--- config.mk ---
export PLATFORM = sky130hd
export DESIGN_NAME = ext_irq_enable
export DESIGN_NICKNAME = d
export VERILOG_FILES = /design/src/irq_gate_pkg.sv /design/src/irq_source_gate.sv /design/src/ext_irq_enable.sv
export VERILOG_INCLUDE_DIRS = /design/src
export SDC_FILE = /design/constraint.sdc
export NUM_CORES = 1
export LEC_CHECK = 0
export BUFFER_PORTS_ARGS = -buffer_cell sky130_fd_sc_hd__buf_2
export CAP_MARGIN = 15
export CORE_MARGIN = 3
export CORE_UTILIZATION = 43
export CTS_BUF_LIST = sky130_fd_sc_hd__clkbuf_8
export DETAILED_ROUTE_END_ITERATION = 7
export GPL_TIMING_DRIVEN = 0
export PLACE_DENSITY_LB_ADDON = 0.15
export SYNTH_ARGS = -nofsm -noshare
export SYNTH_HDL_FRONTEND = slang
export SYNTH_SLANG_ARGS = --single-unit
--- constraint.sdc ---
create_clock -name clk_i -period 2.2 [get_ports clk_i]
set_input_delay 0.11 -clock clk_i [delete_from_list [all_inputs] [get_ports clk_i]]
set_output_delay 0.11 -clock clk_i [all_outputs]
set_load 0.02 [all_outputs]
--- src/irq_gate_params.svh ---
// Constants for the extended interrupt enable gating block.
// Assumes inclusion by the design modules, the checker and the bench only.
`ifndef IRQ_GATE_PARAMS_SVH
`define IRQ_GATE_PARAMS_SVH

// Printed offsets are not word multiples: they are register indices
`define EXT_IRQ_EN_IDX 8'h9B
`define EXT_IRQ_EN2_IDX 8'h9C
`define EXT_IRQ_EN_ADDR 12'h26C
`define EXT_IRQ_EN2_ADDR 12'h270
`define GATED_STATUS_ADDR 12'h274
`define SOURCE_STATUS_ADDR 12'h278

`define EXT_IRQ_EN_RESET 8'h00
`define EXT_IRQ_EN2_RESET 8'h00
`define EXT_IRQ_EN2_MASK 8'h07

`define BIT_TIMER2 7
`define BIT_SPI 6
`define BIT_FAULT_BRAKE 5
`define BIT_WATCHDOG 4
`define BIT_PWM 3
`define BIT_CAPTURE 2
`define BIT_PIN 1
`define BIT_I2C 0
`define BIT_WAKEUP 2
`define BIT_TIMER3 1
`define BIT_SERIAL1 0

`define NUM_SOURCES 11

`endif

--- src/irq_gate_pkg.sv ---
// Types shared by the extended interrupt enable gating block.
// Assumes nothing beyond the constants header.
package irq_gate_pkg;
  typedef enum logic [1:0] {
    APB_IDLE = 2'b01,
    APB_ACCESS = 2'b10
  } apb_state_e;
  typedef logic [7:0] byte_t;
endpackage

--- src/irq_source_gate.sv ---
// Gates a vector of source conditions with a vector of enable bits.
// Assumes the sources are synchronous to clk_i; output is registered.
`include "irq_gate_params.svh"
module irq_source_gate #(
  parameter int N = `NUM_SOURCES
) (
  input wire logic clk_i,
  input wire logic nrst_i,
  input wire logic [N-1:0] enable_i,
  input wire logic [N-1:0] source_i,
  output logic [N-1:0] request_o
);
  logic [N-1:0] request_nxt;

  assign request_nxt = enable_i & source_i;

  always_ff @(posedge clk_i or negedge nrst_i) begin
    if (!nrst_i) begin
      request_o <= '0;
    end else begin
      request_o <= request_nxt;
    end
  end
endmodule // irq_source_gate

--- src/ext_irq_enable.sv ---
// Extended interrupt enable registers and request gating, APB slave.
// Assumes peripheral flags are synchronous levels that the peripherals
// own and clear; requests feed the core's priority and vector logic.
`include "irq_gate_params.svh"
module ext_irq_enable
  import irq_gate_pkg::*;
#(
  parameter int PIN_FLAGS = 8,
  parameter int CAP_FLAGS = 3
) (
  input wire logic clk_i,
  input wire logic nrst_i,
  input wire logic psel_i,
  input wire logic penable_i,
  input wire logic pwrite_i,
  input wire logic [11:0] paddr_i,
  input wire logic [31:0] pwdata_i,
  output logic [31:0] prdata_o,
  output logic pready_o,
  output logic pslverr_o,
  input wire logic timer2_overflow_flag_i,
  input wire logic spi_transfer_done_flag_i,
  input wire logic spi_overrun_flag_i,
  input wire logic spi_mode_fault_flag_i,
  input wire logic fault_brake_flag_i,
  input wire logic watchdog_timeout_flag_i,
  input wire logic pwm_period_flag_i,
  input wire logic [CAP_FLAGS-1:0] capture_channel_flags_i,
  input wire logic [PIN_FLAGS-1:0] pin_irq_flags_i,
  input wire logic i2c_state_flag_i,
  input wire logic i2c_timeout_flag_i,
  input wire logic wakeup_timeout_flag_i,
  input wire logic timer3_overflow_flag_i,
  input wire logic serial1_tx_done_flag_i,
  input wire logic serial1_rx_done_flag_i,
  output logic timer2_irq_o,
  output logic spi_irq_o,
  output logic fault_brake_irq_o,
  output logic watchdog_irq_o,
  output logic pwm_irq_o,
  output logic capture_irq_o,
  output logic pin_irq_o,
  output logic i2c_irq_o,
  output logic wakeup_timer_irq_o,
  output logic timer3_irq_o,
  output logic serial1_irq_o
);
  byte_t ext_irq_enable_r;
  byte_t ext_irq_enable_second_r;
  apb_state_e state_r;
  apb_state_e state_nxt;
  logic [31:0] prdata_nxt;
  logic pready_nxt;
  logic pslverr_nxt;

  wire logic timer2_irq_enable = ext_irq_enable_r[`BIT_TIMER2];
  wire logic spi_irq_enable = ext_irq_enable_r[`BIT_SPI];
  wire logic fault_brake_irq_enable = ext_irq_enable_r[`BIT_FAULT_BRAKE];
  wire logic watchdog_irq_enable = ext_irq_enable_r[`BIT_WATCHDOG];
  wire logic pwm_irq_enable = ext_irq_enable_r[`BIT_PWM];
  wire logic capture_irq_enable = ext_irq_enable_r[`BIT_CAPTURE];
  wire logic pin_irq_enable = ext_irq_enable_r[`BIT_PIN];
  wire logic i2c_irq_enable = ext_irq_enable_r[`BIT_I2C];
  wire logic wakeup_timer_irq_enable =
    ext_irq_enable_second_r[`BIT_WAKEUP];
  wire logic timer3_irq_enable = ext_irq_enable_second_r[`BIT_TIMER3];
  wire logic serial1_irq_enable = ext_irq_enable_second_r[`BIT_SERIAL1];

  function automatic logic addr_hit(input logic [11:0] a,
                                    input logic [11:0] reg_addr);
    addr_hit = (a == reg_addr);
  endfunction

  // Source conditions
  wire logic src_timer2 = timer2_overflow_flag_i;
  wire logic src_spi = spi_transfer_done_flag_i | spi_overrun_flag_i |
    spi_mode_fault_flag_i;
  wire logic src_fault_brake = fault_brake_flag_i;
  wire logic src_watchdog = watchdog_timeout_flag_i;
  wire logic src_pwm = pwm_period_flag_i;
  wire logic src_capture = |capture_channel_flags_i;
  wire logic src_pin = |pin_irq_flags_i;
  wire logic src_i2c = i2c_state_flag_i | i2c_timeout_flag_i;
  wire logic src_wakeup = wakeup_timeout_flag_i;
  wire logic src_timer3 = timer3_overflow_flag_i;
  wire logic src_serial1 = serial1_tx_done_flag_i | serial1_rx_done_flag_i;

  wire logic [`NUM_SOURCES-1:0] enable_vec = {
    timer2_irq_enable, spi_irq_enable, fault_brake_irq_enable,
    watchdog_irq_enable, pwm_irq_enable, capture_irq_enable,
    pin_irq_enable, i2c_irq_enable, wakeup_timer_irq_enable,
    timer3_irq_enable, serial1_irq_enable};
  wire logic [`NUM_SOURCES-1:0] source_vec = {
    src_timer2, src_spi, src_fault_brake, src_watchdog, src_pwm,
    src_capture, src_pin, src_i2c, src_wakeup, src_timer3, src_serial1};
  logic [`NUM_SOURCES-1:0] request_vec;

  irq_source_gate #(
    .N(`NUM_SOURCES)
  ) u_gate (
    .clk_i(clk_i),
    .nrst_i(nrst_i),
    .enable_i(enable_vec),
    .source_i(source_vec),
    .request_o(request_vec)
  );

  assign timer2_irq_o = request_vec[10];
  assign spi_irq_o = request_vec[9];
  assign fault_brake_irq_o = request_vec[8];
  assign watchdog_irq_o = request_vec[7];
  assign pwm_irq_o = request_vec[6];
  assign capture_irq_o = request_vec[5];
  assign pin_irq_o = request_vec[4];
  assign i2c_irq_o = request_vec[3];
  assign wakeup_timer_irq_o = request_vec[2];
  assign timer3_irq_o = request_vec[1];
  assign serial1_irq_o = request_vec[0];

  // APB decode; answer comes one cycle into the access phase
  wire logic setup_phase = psel_i & ~penable_i;
  wire logic access_take = (state_r == APB_ACCESS) & psel_i & penable_i;
  wire logic hit_en = addr_hit(paddr_i, `EXT_IRQ_EN_ADDR);
  wire logic hit_en2 = addr_hit(paddr_i, `EXT_IRQ_EN2_ADDR);
  wire logic hit_gated = addr_hit(paddr_i, `GATED_STATUS_ADDR);
  wire logic hit_source = addr_hit(paddr_i, `SOURCE_STATUS_ADDR);
  wire logic hit_any = hit_en | hit_en2 | hit_gated | hit_source;
  // Write lands at the edge where the master sees pready high
  wire logic do_write = access_take & pwrite_i & pready_o;
  wire logic do_read = access_take & ~pwrite_i & ~pready_o;

  // Status words show the block's own state to software
  wire logic [31:0] gated_word = {21'h0, request_vec};
  wire logic [31:0] source_word = {21'h0, source_vec};
  wire logic [31:0] read_mux =
    hit_en ? {24'h0, ext_irq_enable_r} :
    hit_en2 ? {24'h0, ext_irq_enable_second_r & `EXT_IRQ_EN2_MASK} :
    hit_gated ? gated_word :
    hit_source ? source_word : 32'h0;

  always_comb begin
    state_nxt = state_r;
    case (state_r)
      APB_IDLE: begin
        if (setup_phase) begin
          state_nxt = APB_ACCESS;
        end
      end
      APB_ACCESS: begin
        if (pready_o) begin
          state_nxt = setup_phase ? APB_ACCESS : APB_IDLE;
        end
      end
      default: state_nxt = APB_IDLE;
    endcase
  end

  assign pready_nxt = access_take & ~pready_o;
  assign pslverr_nxt = access_take & ~pready_o & ~hit_any;
  assign prdata_nxt = do_read ? read_mux : 32'h0;

  always_ff @(posedge clk_i or negedge nrst_i) begin
    if (!nrst_i) begin
      state_r <= APB_IDLE;
      pready_o <= 1'b0;
      pslverr_o <= 1'b0;
      prdata_o <= 32'h0;
    end else begin
      state_r <= state_nxt;
      pready_o <= pready_nxt;
      pslverr_o <= pslverr_nxt;
      prdata_o <= prdata_nxt;
    end
  end

  always_ff @(posedge clk_i or negedge nrst_i) begin
    if (!nrst_i) begin
      ext_irq_enable_r <= `EXT_IRQ_EN_RESET;
      ext_irq_enable_second_r <= `EXT_IRQ_EN2_RESET;
    end else begin
      if (do_write && hit_en) begin
        ext_irq_enable_r <= pwdata_i[7:0];
      end
      if (do_write && hit_en2) begin
        ext_irq_enable_second_r <= pwdata_i[7:0] & `EXT_IRQ_EN2_MASK;
      end
    end
  end
endmodule // ext_irq_enable

==> Word-level counts from Yosys, hierarchy flattened <==
Cells that the tools add are included.
{ "op_classes": {"reduce_logical": 5, "mux": 9, "n_bitwise": 21, "eq_ne": 8} }
{ "ops": {"columns": ["cell", "n"], "rows": [
  ["two-way mux 11 bit", 5],
  ["== test 12 x 10 -> 1 bit, second input constant", 4],
  ["bitwise AND 11 bit", 1],
  ["bitwise AND 1 bit", 9],
  ["OR reduction 8 bit", 1],
  ["OR 1 bit", 7],
  ["two-way mux 2 bit", 3],
  ["inequality test 2 bit, second input constant", 2],
  ["inverter 1 bit", 4],
  ["case mux 2 bit (2 select lines)", 1],
  ["OR reduction 3 bit", 1],
  ["== test 2 x 1 -> 1 bit, second input constant", 1],
  ["== test 2 bit, second input constant", 1],
  ["logical AND 1 bit", 2],
  ["AND reduction 2 bit", 1]
]} }
{ "word_totals": {"out_inout_bits": 45, "register_bits": 37} }

==> Logic depth before layout (Yosys ltp) <==
{ "depth": {"ltp_word": 7, "ltp_mapped": 7} }

==> Hierarchy <==
Synthesis repeated with hierarchy kept, for this count alone.
{ "hier_totals": {"hier_cells": 166, "hier_area_um2": 1859.3} }
{ "modules_own_cells": {"columns": ["mod", "area_each_um2", "cells_per_inst", "n_inst"], "rows": [
  ["ext_irq_enable", 1515.2, 144, 1],
  ["irq_source_gate", 344.1, 22, 1]
]} }

==> Least setup slack after synthesis <==
Ideal clock, no wire load.
{ "synth_path": {"kind": "input-to-reg", "start": "input paddr_i[7]", "end": "register ext_irq_enable_r[0]", "t_arrival_ps": 1599, "setup_time_ps": 125, "n_path_buf": 0, "setup_slack_ps": 476, "path_stages": 4, "cell_sequence": "or4b_4 > or2_4 > nor3_4 > mux2_2"} }
{ "synth_between": {"elab_chain_len": 2} }
{ "synth_rtl": {"columns": ["item", "line", "source"], "rows": [
  ["start: declaration", "ext_irq_enable.sv:16", "input wire logic [11:0] paddr_i,"],
  ["== test 12 x 10 -> 1 bit", "ext_irq_enable.sv:71", "addr_hit = (a == reg_addr);"],
  ["logical AND 1 bit", "ext_irq_enable.sv:181", "if (do_write && hit_en) begin"],
  ["end signal: assignment", "ext_irq_enable.sv:178", "ext_irq_enable_r <= `EXT_IRQ_EN_RESET;"],
  ["end signal: assignment", "ext_irq_enable.sv:182", "ext_irq_enable_r <= pwdata_i[7:0];"],
  ["end: declaration", "ext_irq_enable.sv:48", "byte_t ext_irq_enable_r;"]
]} }
Every way passes these cells.
A chain may end at the register's enable or synchronous reset.

==> Final worst setup path <==
{ "layout_path": {"start": "register state_r[0]", "end": "register ext_irq_enable_r[5]"} }
{ "layout_between": {"elab_chain_len": 6} }
{ "layout_rtl": {"columns": ["item", "line", "source"], "rows": [
  ["start: declaration", "ext_irq_enable.sv:50", "apb_state_e state_r;"],
  ["start signal: assignment", "ext_irq_enable.sv:169", "state_r <= state_nxt;"],
  ["== test 2 bit", "ext_irq_enable.sv:122", "wire logic access_take = (state_r == APB_ACCESS) & psel_i & penable_i;"],
  ["bitwise AND 1 bit (2 in series)", "ext_irq_enable.sv:122", null],
  ["bitwise AND 1 bit (2 in series)", "ext_irq_enable.sv:129", "wire logic do_write = access_take & pwrite_i & pready_o;"],
  ["logical AND 1 bit", "ext_irq_enable.sv:181", null]
]} }
Every way passes these cells.

==> out/qor.yml <==
crit_chain: "inv_1 > ha_1 > and3_1 > nand3_1 > nor3_4 > mux2_2"
final_max_slew_viol_count: 0
die_y_um: 70.98
totalPowerFinal_uw: 1393
yosys_register_bits: 37
routedWlPerCell_um: 12.94
switching_power_uw: 367.0
rr_startpoint: "state_r[0]$_DFFE_PN1P_"
cts_tree: "built"
yosysSeqAreaShare: 0.5107
placed_cell_area_um2: 2306
skew_ps: 3.404
max_freq_mhz: 523.3
clock_path_buffers: 2
ioPinCount: 118
hold_buffers: 1
cap_violations: 0
leakagePower_uw: 0.001329
numCtsBuffers: 5
rows: 22
design_area_um2: 2399
r2r_slack_ps: 290
first_global_vias: 1458
cts-root-buf: "clkbuf_8"
synth_edf_count: 0
synth_area_um2: 1815
dr.pass1.iters: 4
hold_class: "primary input to flop"
worstPathBufferInverterCount: 1
rsz0062_at_grt: "false"
fin_crit_sh: 0.8685
portBuffers: 71
worst_hold_path.endpoint: "u_gate.request_o[8]$_DFF_PN0_"
start_kind: "flop"
fp.coreArea_um2: 3854
dieWidth_um: 70.98
p_seq_frac: 0.515
die-area_um2: 5037
cp_max_fo: 8
min-delay-start: "fault_brake_flag_i"
initial_core_util: 0.4711
grt_pass1_wl_um: 6541
drc: 0
syn-instance-count: 161
antenna_left: 0
cts_repair_resize_count: 0
gp_congestion: 0.7077
syn_avg_cell_area_um2: 11.28
setup_tns_ps: 0
status: "finished clean"
combPwrFrac: 0.168
yosysTopAreaCell: "dfrtp_1"
worstMarginPinSlew_ps: 795.5
worstHoldPathCells: 2
grt_antenna_before_repair: 0
critical-path-slowest-cell: "nor3_4"
synth_flop_cell: "dfrtp_1"
grt_max_degree: 38
yosysTopAreaCellShare: 0.4962
worstSetupPathType: "flop to flop"
internal-power_uw: 1026
area_delta_synth_final_pct: 32.12
cp-startpoint: "state_r[0]$_DFFE_PN1P_"
cts_setup_buffers: 0
clk_latency_ps: 280
via_per_inst: 4.725
setup_viol: 0
cts_sinks: 37
h-tree-depth: 2
crit_required_ps: 2370
synth-warning-count: 0
cp_top_family: "simple AND/OR/NAND/NOR gates"
overflow: 0
relSlewSlack: 0.4697
max-vdd-ir-drop_mv: 0.3596
nNetsFinal: 335
end_kind: "flop"
sw_frac_of_total: 0.2634
drive_above_1_share: 0.4598
cpPeakStageDelay_ps: 420
clk_pin_slew_ps: 70
wl_um: 3999
dr.first_iter.drc_count: 74
antennaDiodeCount: 0
fin_crit_ps: 1911
hold_viol_final: 0
synth.distinct_cells: 45
synthTopCellsByArea: "dfrtp_1 (50%), buf_4 (8.7%), mux2_2 (6.8%)"
worstReg2RegEnd: "ext_irq_enable_r[5]$_DFFE_PN0P_"
grt_usage: 0.1640
vias: 1460
clkPwrFrac: 0.317
crit_arrival_ps: 2080
p_per_area_nw_per_um2: 580.9
dp_hpwl_um: 3116
r2r_cells: 6
synthArstFlopShare: 1.000
==> layer usage <==
metal	global-route usage	routed length, µm	share of wire
met1	0.1896	1597	0.40
met2	0.2904	2040	0.51
met3	0.04972	321	0.080
met4	0.05010	40	0.010
met5	0	0	0
==> worst reg2reg max path: stages, from the launching register on <==
cell,delay [ps]
dfstp_2,380
inv_1,50
ha_1,230
and3_1,180
nand3_1,150
nor3_4,420
mux2_2,390
==> state kept, by name, summed over array words and instances, names as in the netlist <==
| name | cells |
|---|---|
| prdata_o | 11 |
| u_gate.request_o | 11 |
| ext_irq_enable_r | 8 |
| ext_irq_enable_second_r | 3 |
| state_r | 2 |
| pready_o | 1 |
| pslverr_o | 1 |
==> stage by stage <==
step / util / setup slack (ps) / hold slack [ps] / std cells
2_1_floorplan: - / 476.1 / -185.6 / 181
4_1_cts: 0.6224 / 265.5 / 46.45 / 309
5_1_grt: 0.6224 / 124.6 / 43.70 / 309
3_5_place_dp: 0.5984 / 120.1 / 244.8 / 300
6_report: 0.6224 / 289.2 / 52.79 / 309
3_3_place_gp: 0.5984 / 133.3 / 246.9 / 300
==> worst max-delay path by stage <==
stage / endpoint / slack (ps) / cells past startpoint
5_1_grt: ext_irq_enable_r[6]$_DFFE_PN0P_ / 120 / 6
3_5_place_dp: ext_irq_enable_r[5]$_DFFE_PN0P_ / 120 / 6
2_1_floorplan: ext_irq_enable_r[0]$_DFFE_PN0P_ / 480 / 4
6_report: ext_irq_enable_r[5]$_DFFE_PN0P_ / 290 / 6
4_1_cts: ext_irq_enable_r[5]$_DFFE_PN0P_ / 270 / 6
3_3_place_gp: ext_irq_enable_r[3]$_DFFE_PN0P_ / 130 / 6
==> logic make-up after synthesis <==
kind of cell	after synthesis	synth area share
and+or+nand+nor	51	0.1813
buffers and inverters	31	0.1089
DFF	37	0.5107
other	1	0.002066
AOI/OAI and AO/OA	25	0.09856
muxes	14	0.08477
adders and majority gates	2	0.01378
==> area by class of cell <==
class / instances / area [µm²]
clock buffers: 5 / 68.82
multi-input cells: 113 / 765.7
plain buffers: 26 / 178.9
inverters: 5 / 18.77
clock inverters: 3 / 13.76
well taps: 48 / 60.06
fillers: 361 / 1455
flip-flops and latches: 37 / 927.1
repair buffers: 72 / 365.4
==> cells in the mapped netlist (2+ instances only) <==
cell type,count
ha_1,2
nor4_1,2
o21ai_0,6
nor2b_1,2
clkbuf_1,3
buf_2,2
a221oi_1,2
mux2i_1,3
or3_1,2
a21oi_1,3
inv_1,5
and2_1,9
buf_4,21
mux2_2,11
a222oi_1,3
a22oi_1,4
nand2_1,7
dfrtp_1,36
nor2_1,10
and4b_1,3
==> cell usage in the layout (no fill, tap or decap), drive strengths merged, types with 3 or more instances in the layout <==
cell type   n
a21oi       4
a222oi      3
a22oi       4
and2        9
and4b       3
buf        94
clkbuf      8
conb       21
dfrtp      36
inv         6
mux2       11
mux2i       3
nand2       7
nor2       10
nor3        3
o21ai       6
==> power by group through the flow <==
stage                     clock network, µW  registers (µW)  logic (µW)
final                                   441             718         234
after global routing                    479             721         261
after CTS                               454             718         233
after detailed placement                  0             731         231
after global placement                    0             730         226
after floorplan                           0             729         148
No activity file was read; power rests on OpenSTA's default activity.
